===== src/verilog/qdl_defs.svh =====
/*
 * Constants shared by both ends of the quad converter serial loader:
 * frame layout, synchroniser lanes, timing counts and the host register map.
 * Assumes a 20 MHz system clock on both ends.
 */
`ifndef QDL_DEFS_SVH
`define QDL_DEFS_SVH

// ****************************************
// Frame layout
// ****************************************
`define QDL_WORD_BITS 16
`define QDL_CNT_W 5
`define QDL_LAST_FALL 5'h0f
`define QDL_FULL_CNT 5'h10
`define QDL_DATA_MSB 15
`define QDL_DATA_LSB 4
`define QDL_ADDR_HI_BIT 3
`define QDL_ADDR_LO_BIT 2
`define QDL_SEL_HI_BIT 1
`define QDL_SEL_LO_BIT 0
`define QDL_NUM_CONV 4

// ****************************************
// Device synchroniser lanes
// ****************************************
`define QDL_DS_W 7
`define QDL_DS_FS 0
`define QDL_DS_SCLK 1
`define QDL_DS_SERIAL_IN 2
`define QDL_DS_LD 3
`define QDL_DS_CLR 4
`define QDL_DS_AHI 5
`define QDL_DS_ALO 6
`define QDL_DS_RST 7'h19

// ****************************************
// Timing
// ****************************************
`define QDL_CLK_NS 50
`define QDL_PULSE_NS 80
`define QDL_PULSE_CYC ((`QDL_PULSE_NS + `QDL_CLK_NS - 1) / `QDL_CLK_NS)
`define QDL_HALF_NS 200
`define QDL_HALF_CYC (`QDL_HALF_NS / `QDL_CLK_NS)
`define QDL_TMR_W 4

// ****************************************
// Host register map
// ****************************************
`define QDL_REG_TX 8'h00
`define QDL_REG_CTRL 8'h04
`define QDL_REG_STATUS 8'h08
`define QDL_REG_RX 8'h0c
`define QDL_CTRL_LOAD 0
`define QDL_CTRL_CLEAR 1
`define QDL_ST_BUSY 0
`define QDL_ST_LOAD 1
`define QDL_ST_CLEAR 2

`endif


===== src/verilog/qdl_pkg.sv =====
/*
 * Types of the quad converter serial loader.
 * Assumes qdl_defs.svh for the word width; the 12-bit code and state widths are fixed here.
 */
`include "qdl_defs.svh"

package qdl_pkg;
  typedef logic [11:0] qdl_code_t;
  typedef logic [`QDL_WORD_BITS-1:0] qdl_word_t;
  typedef enum logic [2:0] {
    QDL_H_IDLE,
    QDL_H_LEAD,
    QDL_H_HIGH,
    QDL_H_LOW,
    QDL_H_TAIL
  } qdl_host_state_t;
endpackage : qdl_pkg


===== src/verilog/qdl_link_if.sv =====
/*
 * Serial load link between host end and converter end.
 * Assumes the bench joins both modports; all wires are plain one-way.
 */
interface qdl_link_if;
  logic frame_sync_n;
  logic shift_clock_in;
  logic serial_in;
  logic serial_chain_out;
  logic load_outputs_n;
  logic clear_all_n;

  modport dev (
    input frame_sync_n,
    input shift_clock_in,
    input serial_in,
    input load_outputs_n,
    input clear_all_n,
    output serial_chain_out
  );

  modport host (
    output frame_sync_n,
    output shift_clock_in,
    output serial_in,
    output load_outputs_n,
    output clear_all_n,
    input serial_chain_out
  );
endinterface : qdl_link_if


===== src/verilog/qdl_sync.sv =====
/*
 * Two flip-flop synchroniser, one lane per bit.
 * Assumes inputs are asynchronous to clk_sys; RST sets idle levels.
 */
module qdl_sync #(
  parameter int W = 1,
  parameter logic [W-1:0] RST = '0
) (
  // Clock and reset
  input wire logic clk_sys,
  input wire logic rst_n,
  // Lanes
  input wire logic [W-1:0] d,
  output logic [W-1:0] q
);
  logic [W-1:0] meta_q;

  for (genvar i = 0; i < W; i++) begin : g_lane
    always_ff @(posedge clk_sys) begin
      if (!rst_n) begin
        meta_q[i] <= RST[i];
        q[i] <= RST[i];
      end else begin
        meta_q[i] <= d[i];
        q[i] <= meta_q[i];
      end
    end
  end
endmodule : qdl_sync


===== src/verilog/qdl_host.sv =====
/*
 * Host end of the serial loader: APB slave registers, frame generator with a
 * divided shift clock, and load / clear pulse generators.
 * Assumes an APB master on clk_sys and a converter end on the link.
 */
`include "qdl_defs.svh"

module qdl_host
  import qdl_pkg::*;
(
  // Clock and reset
  input wire logic clk_sys,
  input wire logic rst_n,
  // APB slave
  input wire logic [7:0] paddr,
  input wire logic psel,
  input wire logic penable,
  input wire logic pwrite,
  input wire logic [31:0] pwdata,
  output logic [31:0] prdata,
  output logic pready,
  output logic pslverr,
  // Serial link
  qdl_link_if.host link
);

  // ****************************************
  // Chain input synchronisation
  // ****************************************
  logic chain_s;

  qdl_sync #(
    .W(1),
    .RST(1'b0)
  ) u_sync (
    .clk_sys(clk_sys),
    .rst_n(rst_n),
    .d(link.serial_chain_out),
    .q(chain_s)
  );

  // ****************************************
  // APB slave
  // ****************************************
  logic access;
  logic commit;
  logic mapped;
  logic tx_start;
  logic [1:0] pulse_req;
  logic [1:0] pulse_busy;
  qdl_host_state_t state_q;
  qdl_word_t tx_q;
  qdl_word_t rx_q;
  logic [31:0] rd_d;
  logic pready_q;
  logic pslverr_q;
  logic [31:0] prdata_q;

  assign access = psel & penable;
  assign mapped = (paddr == `QDL_REG_TX) | (paddr == `QDL_REG_CTRL)
                | (paddr == `QDL_REG_STATUS) | (paddr == `QDL_REG_RX);
  // Writes take effect only on the completing edge
  assign commit = access & pready_q & pwrite & mapped;
  // A frame write while busy is dropped
  assign tx_start = commit & (paddr == `QDL_REG_TX) & (state_q == QDL_H_IDLE);
  assign pulse_req[`QDL_CTRL_LOAD] = commit & (paddr == `QDL_REG_CTRL)
                                   & pwdata[`QDL_CTRL_LOAD];
  assign pulse_req[`QDL_CTRL_CLEAR] = commit & (paddr == `QDL_REG_CTRL)
                                    & pwdata[`QDL_CTRL_CLEAR];

  always_comb begin
    rd_d = '0;
    case (paddr)
      `QDL_REG_TX: rd_d = {16'h0000, tx_q};
      `QDL_REG_STATUS: begin
        rd_d[`QDL_ST_BUSY] = (state_q != QDL_H_IDLE);
        rd_d[`QDL_ST_LOAD] = pulse_busy[`QDL_CTRL_LOAD];
        rd_d[`QDL_ST_CLEAR] = pulse_busy[`QDL_CTRL_CLEAR];
      end
      `QDL_REG_RX: rd_d = {16'h0000, rx_q};
      default: rd_d = '0;
    endcase
  end

  // One wait state so that ready and read data come from flops
  always_ff @(posedge clk_sys) begin
    if (!rst_n) begin
      pready_q <= 1'b0;
      pslverr_q <= 1'b0;
      prdata_q <= '0;
    end else if (access && !pready_q) begin
      pready_q <= 1'b1;
      pslverr_q <= ~mapped;
      prdata_q <= pwrite ? 32'h0000_0000 : rd_d;
    end else begin
      pready_q <= 1'b0;
      pslverr_q <= 1'b0;
    end
  end

  assign pready = pready_q;
  assign pslverr = pslverr_q;
  assign prdata = prdata_q;

  // ****************************************
  // Load and clear pulses
  // ****************************************
  logic [`QDL_TMR_W-1:0] pcnt_q [2];
  logic [1:0] pulse_n_q;

  for (genvar i = 0; i < 2; i++) begin : g_pulse
    always_ff @(posedge clk_sys) begin
      if (!rst_n) begin
        pcnt_q[i] <= '0;
        pulse_n_q[i] <= 1'b1;
      end else if (pulse_req[i] && pcnt_q[i] == '0) begin
        pcnt_q[i] <= `QDL_TMR_W'(`QDL_PULSE_CYC);
        pulse_n_q[i] <= 1'b0;
      end else if (pcnt_q[i] != '0) begin
        pcnt_q[i] <= pcnt_q[i] - `QDL_TMR_W'(1);
        pulse_n_q[i] <= (pcnt_q[i] == `QDL_TMR_W'(1));
      end
    end
    assign pulse_busy[i] = ~pulse_n_q[i];
  end

  assign link.load_outputs_n = pulse_n_q[`QDL_CTRL_LOAD];
  assign link.clear_all_n = pulse_n_q[`QDL_CTRL_CLEAR];

  // ****************************************
  // Frame generator
  // ****************************************
  logic [`QDL_TMR_W-1:0] tmr_q;
  logic [`QDL_CNT_W-1:0] bit_q;
  qdl_word_t sh_q;
  logic half_done;
  logic fs_n_q;
  logic sclk_q;
  logic sdo_q;

  assign half_done = (tmr_q == `QDL_TMR_W'(`QDL_HALF_CYC - 1));

  always_ff @(posedge clk_sys) begin
    if (!rst_n || state_q == QDL_H_IDLE || half_done) begin
      tmr_q <= '0;
    end else begin
      tmr_q <= tmr_q + `QDL_TMR_W'(1);
    end
  end

  always_ff @(posedge clk_sys) begin
    if (!rst_n) begin
      tx_q <= '0;
    end else if (tx_start) begin
      tx_q <= pwdata[`QDL_WORD_BITS-1:0];
    end
  end

  // Shift clock idles low; data moves with the rising edge so it has half
  // a period of setup and of hold around each fall
  always_ff @(posedge clk_sys) begin
    if (!rst_n) begin
      state_q <= QDL_H_IDLE;
      fs_n_q <= 1'b1;
      sclk_q <= 1'b0;
      sdo_q <= 1'b0;
      sh_q <= '0;
      bit_q <= '0;
      rx_q <= '0;
    end else begin
      case (state_q)
        QDL_H_IDLE: begin
          if (tx_start) begin
            fs_n_q <= 1'b0;
            sdo_q <= pwdata[`QDL_WORD_BITS-1];
            sh_q <= {pwdata[`QDL_WORD_BITS-2:0], 1'b0};
            bit_q <= '0;
            state_q <= QDL_H_LEAD;
          end
        end
        QDL_H_LEAD: begin
          if (half_done) begin
            sclk_q <= 1'b1;
            state_q <= QDL_H_HIGH;
          end
        end
        QDL_H_HIGH: begin
          if (half_done) begin
            rx_q <= {rx_q[`QDL_WORD_BITS-2:0], chain_s};
            sclk_q <= 1'b0;
            state_q <= QDL_H_LOW;
          end
        end
        QDL_H_LOW: begin
          if (half_done && bit_q == `QDL_LAST_FALL) begin
            state_q <= QDL_H_TAIL;
          end else if (half_done) begin
            bit_q <= bit_q + `QDL_CNT_W'(1);
            sdo_q <= sh_q[`QDL_WORD_BITS-1];
            sh_q <= {sh_q[`QDL_WORD_BITS-2:0], 1'b0};
            sclk_q <= 1'b1;
            state_q <= QDL_H_HIGH;
          end
        end
        QDL_H_TAIL: begin
          if (half_done) begin
            fs_n_q <= 1'b1;
            sdo_q <= 1'b0;
            state_q <= QDL_H_IDLE;
          end
        end
        default: state_q <= QDL_H_IDLE;
      endcase
    end
  end

  assign link.frame_sync_n = fs_n_q;
  assign link.shift_clock_in = sclk_q;
  assign link.serial_in = sdo_q;

endmodule : qdl_host


===== src/flat_wrapper.sv =====
// flat-port wrapper written by rule: the top's interface ports become plain ports
module qdl_host_flat import qdl_pkg::*;
  (clk_sys, rst_n, paddr, psel, penable, pwrite, pwdata, prdata, pready, pslverr, link_frame_sync_n, link_shift_clock_in, link_serial_in, link_load_outputs_n, link_clear_all_n, link_serial_chain_out);
  qdl_link_if link_i ();
  input wire logic clk_sys;
  input wire logic rst_n;
  input wire logic [7:0] paddr;
  input wire logic psel;
  input wire logic penable;
  input wire logic pwrite;
  input wire logic [31:0] pwdata;
  output logic [31:0] prdata;
  output logic pready;
  output logic pslverr;
  output wire logic [$bits(link_i.frame_sync_n)-1:0] link_frame_sync_n;
  output wire logic [$bits(link_i.shift_clock_in)-1:0] link_shift_clock_in;
  output wire logic [$bits(link_i.serial_in)-1:0] link_serial_in;
  output wire logic [$bits(link_i.load_outputs_n)-1:0] link_load_outputs_n;
  output wire logic [$bits(link_i.clear_all_n)-1:0] link_clear_all_n;
  input wire logic [$bits(link_i.serial_chain_out)-1:0] link_serial_chain_out;
  assign link_frame_sync_n = link_i.frame_sync_n;
  assign link_shift_clock_in = link_i.shift_clock_in;
  assign link_serial_in = link_i.serial_in;
  assign link_load_outputs_n = link_i.load_outputs_n;
  assign link_clear_all_n = link_i.clear_all_n;
  assign link_i.serial_chain_out = link_serial_chain_out;
  qdl_host u_core (.clk_sys(clk_sys), .rst_n(rst_n), .paddr(paddr), .psel(psel), .penable(penable), .pwrite(pwrite), .pwdata(pwdata), .prdata(prdata), .pready(pready), .pslverr(pslverr), .link(link_i));
endmodule

===== config.mk =====
export PLATFORM = sky130hd
export DESIGN_NAME = qdl_host_flat
export DESIGN_NICKNAME = d
export VERILOG_FILES = /design/src/verilog/qdl_pkg.sv /design/src/verilog/qdl_link_if.sv /design/src/verilog/qdl_sync.sv /design/src/verilog/qdl_host.sv /design/src/flat_wrapper.sv
export VERILOG_INCLUDE_DIRS = /design/src /design/src/verilog
export SDC_FILE = /design/constraint.sdc
export NUM_CORES = 1
export LEC_CHECK = 0
export ABC_AREA = 1
export BUFFER_PORTS_ARGS = -buffer_cell sky130_fd_sc_hd__buf_2
export CORE_ASPECT_RATIO = 0.8
export CORE_MARGIN = 10
export CORE_UTILIZATION = 50
export DETAILED_ROUTE_END_ITERATION = 12
export PLACE_DENSITY_LB_ADDON = 0.05
export SYNTH_ARGS = -nofsm -noshare
export SYNTH_HDL_FRONTEND = slang
export SYNTH_SLANG_ARGS = --single-unit

===== constraint.sdc =====
create_clock -name clk_sys -period 1.7 [get_ports clk_sys]
set_clock_uncertainty 0.2 [all_clocks]
set_input_delay 0.17 -clock clk_sys [delete_from_list [all_inputs] [get_ports clk_sys]]
set_output_delay 0.17 -clock clk_sys [all_outputs]
set_load 0.1 [all_outputs]

==> impl_results.md, run 1 <==
- Data required time of the critical path: 1800 ps
- Number of design-rule violations left by the first detailed-router iteration: 188
- Type of the worst setup path: flop to flop
- Number of top-level pins: 85
- Critical Path Source: u_core.bit_q[1]
- Critical path startpoint category: flop
- Final worst path period share: 98.3%
- Peak clock frequency supported by timing: 599 MHz
- Post-synthesis async set-or-reset flop share: 0%
- Final non-filler cell area: 5330 µm²
- Total clock buffers created by CTS: 9
- Antenna violations before repair: 0
- Synth top area cells: dfxtp_1 39%, nand2_1 15%, a21oi_1 5.7%
- Core Rows: 30
- Final Power: 4770 µW
- Mapped Area: 4280 µm²
- Placed Instances: 753
- Type of the worst min-delay path: primary input to flop
- Largest net degree at the start of global routing: 49
- Dominant register cell in the synthesized netlist: dfxtp_1
- Total cell area at the placement stage: 4750 µm²
- Number of antenna cells inserted: 0
- Reg2Reg Launch Point: u_core.bit_q[1]
- Wire length of the first global-routing pass: 16700 µm
- Arrival @ worst endpoint: 1770 ps
- Dominant cell by count in the synthesized netlist: nand2_1
- Final count of pins violating max slew: 0
- CTS root buf: clkbuf_8
- Worst-case vdd ir drop: 0.931 mV
- CTS H-tree lvls: 3
- Synth cell count leaders: 167 x nand2_1, 84 x dfxtp_1, 61 x nor2_1
- Clock sink total: 92
- Clock latency on the worst-skew pair: 360 ps
- Worst min-delay path startpoint: rst_n
- Placement Setup Slack: -62.9 ps
- Area Overhead vs Synth: 24.4%
- Fraction of final layout cells sized beyond drive strength 1: 25.1%
- Total congestion overflow: 0
- Power per unit of standard cell area: 895 nW/µm²
- Port Buffers: 52
- Area of the core: 8410 µm²
- Die span in y: 103 µm
- Result of the run: complete, no violations
- Yosys warnings: 0
- TritonCTS clock tree: built
- Largest buffer count on any clock path: 2
- Netlist cell types: 40
- Die extent in x: 123 µm
- Final GP Congestion: 0.799
- Fraction of post-synthesis cell area in the top cell type by area: 39.3%
- Total GRT Usage: 16.2%
- Number of max-cap violations: 0
- Pleak: 0.00234 µW
- Via count of the first global-routing pass: 3667
- Net count reported at finish: 728
- Sum of routed wire length over all layers: 10100 µm
- DRC violation count after routing: 0
- Mean routed wirelength per cell: 12.8 µm
- Total Die Area: 12700 µm²
- Fin crit period: 1670 ps
- Final cell count without fillers: 792
- Filler cell count in the final layout: 780
- CP max FO: 5
- Post-synth top area cell: dfxtp_1
- DRT Pass-1 Iters: 4
- Setup violations, final: 0
- Setup repair after global routing missed its margin: true
- Hold Vio Cnt, Final: 0
- Fin worst setup slack: 29.4 ps
- Number of enable-type register cells in the synthesized netlist: 8
- Number of vias in the routed layout: 3830
- Mean post-synth cell area: 7.39 µm²
- Starting density of the core: 51.0%
- Antenna-violating nets left: 0
- Detailed placement HPWL: 7160 µm
- Syn Inst Count: 580
- Portion of the post-synthesis area used by sequential elements: 44.9%
- Clock-pin slew on the worst setup and hold paths: 100 ps
- Flip-flop and latch count after synthesis: 92
- Critical Path Sink Type: flop
- Vias/cell: 4.84
worst max-delay path, stage by stage, from the launching register on:
cell and delay [ps]:
dfxtp_2 350, ha_4 160, nand2_2 70, nor2_2 40, ha_2 170, inv_2 60
nand3_4 90, buf_6 150, or2_0 200, a21oi_1 120
cell families (layout without fill, tap and decap cells):
group                    after synthesis  in the layout  synth area share, %
buffers and inverters                 84            169                 10.3
XOR/XNOR                               5              5                 1.02
AND/OR/NAND/NOR                      294            294                 29.9
flip-flops                            92             92                 44.9
adder cells (fa/ha/maj)                7              7                 2.04
other                                  1             16               0.0875
AO/OA/AOI/OAI                         97             97                 11.8
layout by cell type, fill, tap and decap left out, types with 13 or more instances in the layout:
cell / instances
buf_2: 52
inv_1: 37
o21ai_0: 22
a21oi_1: 48
conb_1: 16
nor2_2: 14
o21ai_2: 13
nand3_1: 31
buf_4: 29
nor2_1: 56
nand2_1: 163
dlygate4sd3_1: 20
dfxtp_1: 78
registers in the layout, summed over array words and instances, names as in the netlist:
| register | cells |
|---|---|
| u_core.bit_q | 5 |
| u_core.link.clear_all_n | 1 |
| u_core.link.frame_sync_n | 1 |
| u_core.link.load_outputs_n | 1 |
| u_core.link.serial_in | 1 |
| u_core.link.shift_clock_in | 1 |
| u_core.pcnt_q | 8 |
| u_core.prdata | 16 |
| u_core.pready | 1 |
| u_core.pslverr | 1 |
| u_core.rx_q | 16 |
| u_core.sh_q | 15 |
| u_core.state_q | 3 |
| u_core.tmr_q | 4 |
| u_core.tx_q | 16 |
| u_core.u_sync.meta_q | 1 |
| u_core.u_sync.q | 1 |
through the flow:
step                      util (%)  setup TNS, ps  hold slack (ps)
final                         63.4              0             44.9
after global routing          63.4           -715             44.5
after CTS                     62.0          -36.7             9.11
after detailed placement      56.5           -562              173
after global placement        56.5          -76.1              171
after floorplan                  -              0             67.6
final cells by class:
type / instances / area (µm²) / share of cell area, %
Inverter: 44 / 186 / 3.50
Tap cell: 112 / 140 / 2.63
Clock inverter: 7 / 56.3 / 1.06
Sequential cell: 92 / 1930 / 36.2
Multi-Input combinational cell: 419 / 2110 / 39.7
Clock buffer: 9 / 124 / 2.32
Timing Repair Buffer: 109 / 777 / 14.6
routing by layer:
metal  global-route usage (%)  wire, µm
met5                        0         0
met4                     5.00       136
met2                     28.1      5010
met3                     3.94       531
met1                     19.4      4440
report_power, final:
part | total (µW) | internal (µW) | leakage (µW) | switching (µW)
clock network | 1370 | 549 | 0.0000906 | 817
registers | 2400 | 2330 | 0.000771 | 67.8
logic | 1010 | 307 | 0.00148 | 701
total | 4770 | 3190 | 0.00234 | 1590
path summary, 6_finish.rpt:
kind / slack [ps] / end / cells past startpoint
worst max-delay path: 30 / u_core.bit_q[4] / 9
worst min-delay path: 40 / u_core.link.frame_sync_n / 3
worst min register to register: 230 / u_core.u_sync.q / 2
worst max register to register: 30 / u_core.bit_q[4] / 9
what timing repair did:
action | in CTS | in global routing
hold endpoints to repair | 35 | 0
cloned | 0 | 0
resized for setup | 33 | 32
buffers inserted | 1 | 3
endpoints found under the setup margin | 29 | 60
hold buffers | 20 | 0
pin swaps | 5 | 13
No activity file was read; power rests on OpenSTA's default activity.
==> run 2: changes to the inputs <==
--- a/config.mk
+++ b/config.mk
@@ -8,9 +8,11 @@
 export LEC_CHECK = 0
 export ABC_AREA = 1
 export BUFFER_PORTS_ARGS = -buffer_cell sky130_fd_sc_hd__buf_2
+export CELL_PAD_IN_SITES_DETAIL_PLACEMENT = 1
+export CELL_PAD_IN_SITES_GLOBAL_PLACEMENT = 2
 export CORE_ASPECT_RATIO = 0.8
 export CORE_MARGIN = 10
-export CORE_UTILIZATION = 50
+export CORE_UTILIZATION = 28
 export DETAILED_ROUTE_END_ITERATION = 12
 export PLACE_DENSITY_LB_ADDON = 0.05
 export SYNTH_ARGS = -nofsm -noshare
==> impl_results.md, run 2 (synthesis results as in run 1) <==
- Cell with the largest stage delay on the worst path: dfxtp_4
- Largest delay contributor family on the critical path: simple AND/OR/NAND/NOR gates
- Fin crit period: 1710 ps (+42.5 ps)
- Buffering stage count on the worst path with inverters included: 3 (+1)
- Die extent in x: 158 µm (+28%)
- Peak clock frequency supported by timing: 584 MHz (-2.5%)
- Wire length of the first global-routing pass: 20600 µm (+24%)
- Setup repair after global routing missed its margin: true
- Pleak: 0.00255 µW (+9.2%)
- Fraction of final layout cells sized beyond drive strength 1: 28.1% (+3.0 points)
- Largest net degree at the start of global routing: 25 (-49%)
- Total cell area at the placement stage: 4970 µm² (+4.8%)
- Mean routed wirelength per cell: 14.4 µm (+13%)
- Antenna-violating nets left: 0 (unchanged)
- Arrival @ worst endpoint: 1760 ps (about the same)
- Antenna violations before repair: 0 (unchanged)
- Area of the core: 15000 µm² (+79%)
- Hold Vio Cnt, Final: 0 (unchanged)
- Type of the worst min-delay path: primary input to flop
- Total congestion overflow: 0 (unchanged)
- Net count reported at finish: 745 (+2.3%)
- Detailed placement HPWL: 9350 µm (+31%)
- Final count of pins violating max slew: 0 (unchanged)
- TritonCTS clock tree: built
- Via count of the first global-routing pass: 4281 (+17%)
- Total Die Area: 20700 µm² (+63%)
- Clock-pin slew on the worst setup and hold paths: 70 ps (-30 ps)
- Largest incremental delay on the critical path: 350 ps (about the same)
- Sum of routed wire length over all layers: 12700 µm (+26%)
- DRT Pass-1 Iters: 4 (unchanged)
- Placement Setup Slack: -113 ps (-49.7 ps)
- Clock latency on the worst-skew pair: 340 ps (-20 ps)
- Final non-filler cell area: 5890 µm² (+10%)
- Worst-case vdd ir drop: 0.472 mV (-49%)
- Core Rows: 40 (+33%)
- Violated checks: setup timing
- Final cell count without fillers: 886 (+12%)
- Data required time of the critical path: 1750 ps (-50 ps)
- Detailed route wirelength on metal2: 6310 µm (+26%)
- Vias/cell: 4.52 (-6.5%)
- Number of vias in the routed layout: 4006 (+4.6%)
- Total GRT Usage: 12.4% (-3.8 points)
- Number of top-level pins: 85 (unchanged)
- DRC violation count after routing: 0 (unchanged)
- Die span in y: 131 µm (+27%)
- Total met3 wirelength after detailed routing: 442 µm (-17%)
- Critical Path Sink Type: flop
- WL met1: 5850 µm (+32%)
- Clock sink total: 92 (unchanged)
- Filler cell count in the final layout: 1829 (+130%)
- Setup violations, final: 12 (+12)
- Power per unit of standard cell area: 934 nW/µm² (+4.3%)
- Starting density of the core: 28.5% (-22 points)
- Total clock buffers created by CTS: 9 (unchanged)
- Crit-path cells: ha_4 > nand2_4 > nor2_4 > ha_4 > inv_4 > nand3_4 > nand2_8 > inv_8 > buf_12 > nor2_4 > nor2_2
- Number of design-rule violations left by the first detailed-router iteration: 101 (-46%)
- Final GP Congestion: 0.712 (-11%)
- Highest-count cells in the layout ignoring fill and taps: 163 x nand2_1, 77 x dfxtp_1, 52 x nor2_1, 52 x buf_2, 47 x a21oi_1
- Number of max-cap violations: 0 (unchanged)
- Port Buffers: 52 (unchanged)
- Highest metal layer with signal wires: met4
- Fin worst setup slack: -13.1 ps (-42.5 ps)
- Placed Instances: 839 (+11%)
- Number of antenna cells inserted: 0 (unchanged)
- Result of the run: finished, violations left
- CP max FO: 8 (+3)
- Area Overhead vs Synth: 37.4%
- CTS root buf: clkbuf_16
- Type of the worst setup path: flop to flop
- Largest buffer count on any clock path: 2 (unchanged)
- CTS H-tree lvls: 3 (unchanged)
- Commonest non-fill, non-tap cell in the layout: nand2_1
- Critical path startpoint category: flop
- Final worst path period share: 101% (+2.5 points)
==> run 2: layer usage <==
layer,global-route usage (%),vias to the layer above
li1,-,2042
met2,21.4,43
met1,15.2,1908
met4,3.26,0
met5,0,-
met3,3.20,13
==> run 2: cell type report <==
type | count | area (µm²) | area share [%]
Multi-Input combinational cell | 419 | 2230 | 37.8
Clock inverter | 4 | 47.5 | 0.808
Tap cell | 189 | 236 | 4.02
Timing Repair Buffer | 126 | 1000 | 17.0
Clock buffer | 12 | 256 | 4.36
Inverter | 44 | 183 | 3.10
Sequential cell | 92 | 1940 | 32.9
==> run 2: worst paths after layout <==
check / start / end / slack [ps] / cells past startpoint
max: u_core.bit_q[1] / u_core.sh_q[10] / -10 / 11
min: paddr[4] / u_core.pslverr / 30 / 4
max reg2reg: u_core.bit_q[1] / u_core.sh_q[10] / -10 / 11
min reg2reg: u_core.u_sync.meta_q / u_core.u_sync.q / 230 / 2
==> run 2: what timing repair did <==
action / 4_1_cts / 5_1_grt
setup buffers: 7 / 3
endpoints found under the setup margin: 36 / 59
gates cloned: 1 / 1
resized for setup: 47 / 45
hold endpoints to repair: 22 / 0
pin swaps: 10 / 16
hold buffers: 20 / 0
==> run 2: through the flow <==
stage               total power (µW)  hold WS (ps)  setup TNS, ps  util (%)
global placement                3410           179           -218      33.1
CTS                             5580          29.2           -427      37.8
floorplan                       3210          67.6              0         -
detailed placement              3430           185          -1740      33.1
global route                    5770          51.2          -1710      39.2
finish                          5500          28.4          -80.2      39.2
==> run 2: where the power goes <==
group	internal [µW]	switching [µW]	total, µW	leakage (µW)
clock network	1220	855	2070	0.000149
registers	2330	67.0	2400	0.000772
logic	311	720	1030	0.00163
total	3860	1640	5500	0.00255
==> run 2: worst min-delay path: stages <==
cell     delay (ps)
buf_2            80
nor2_1           40
nand2_2         120
o21a_1          140
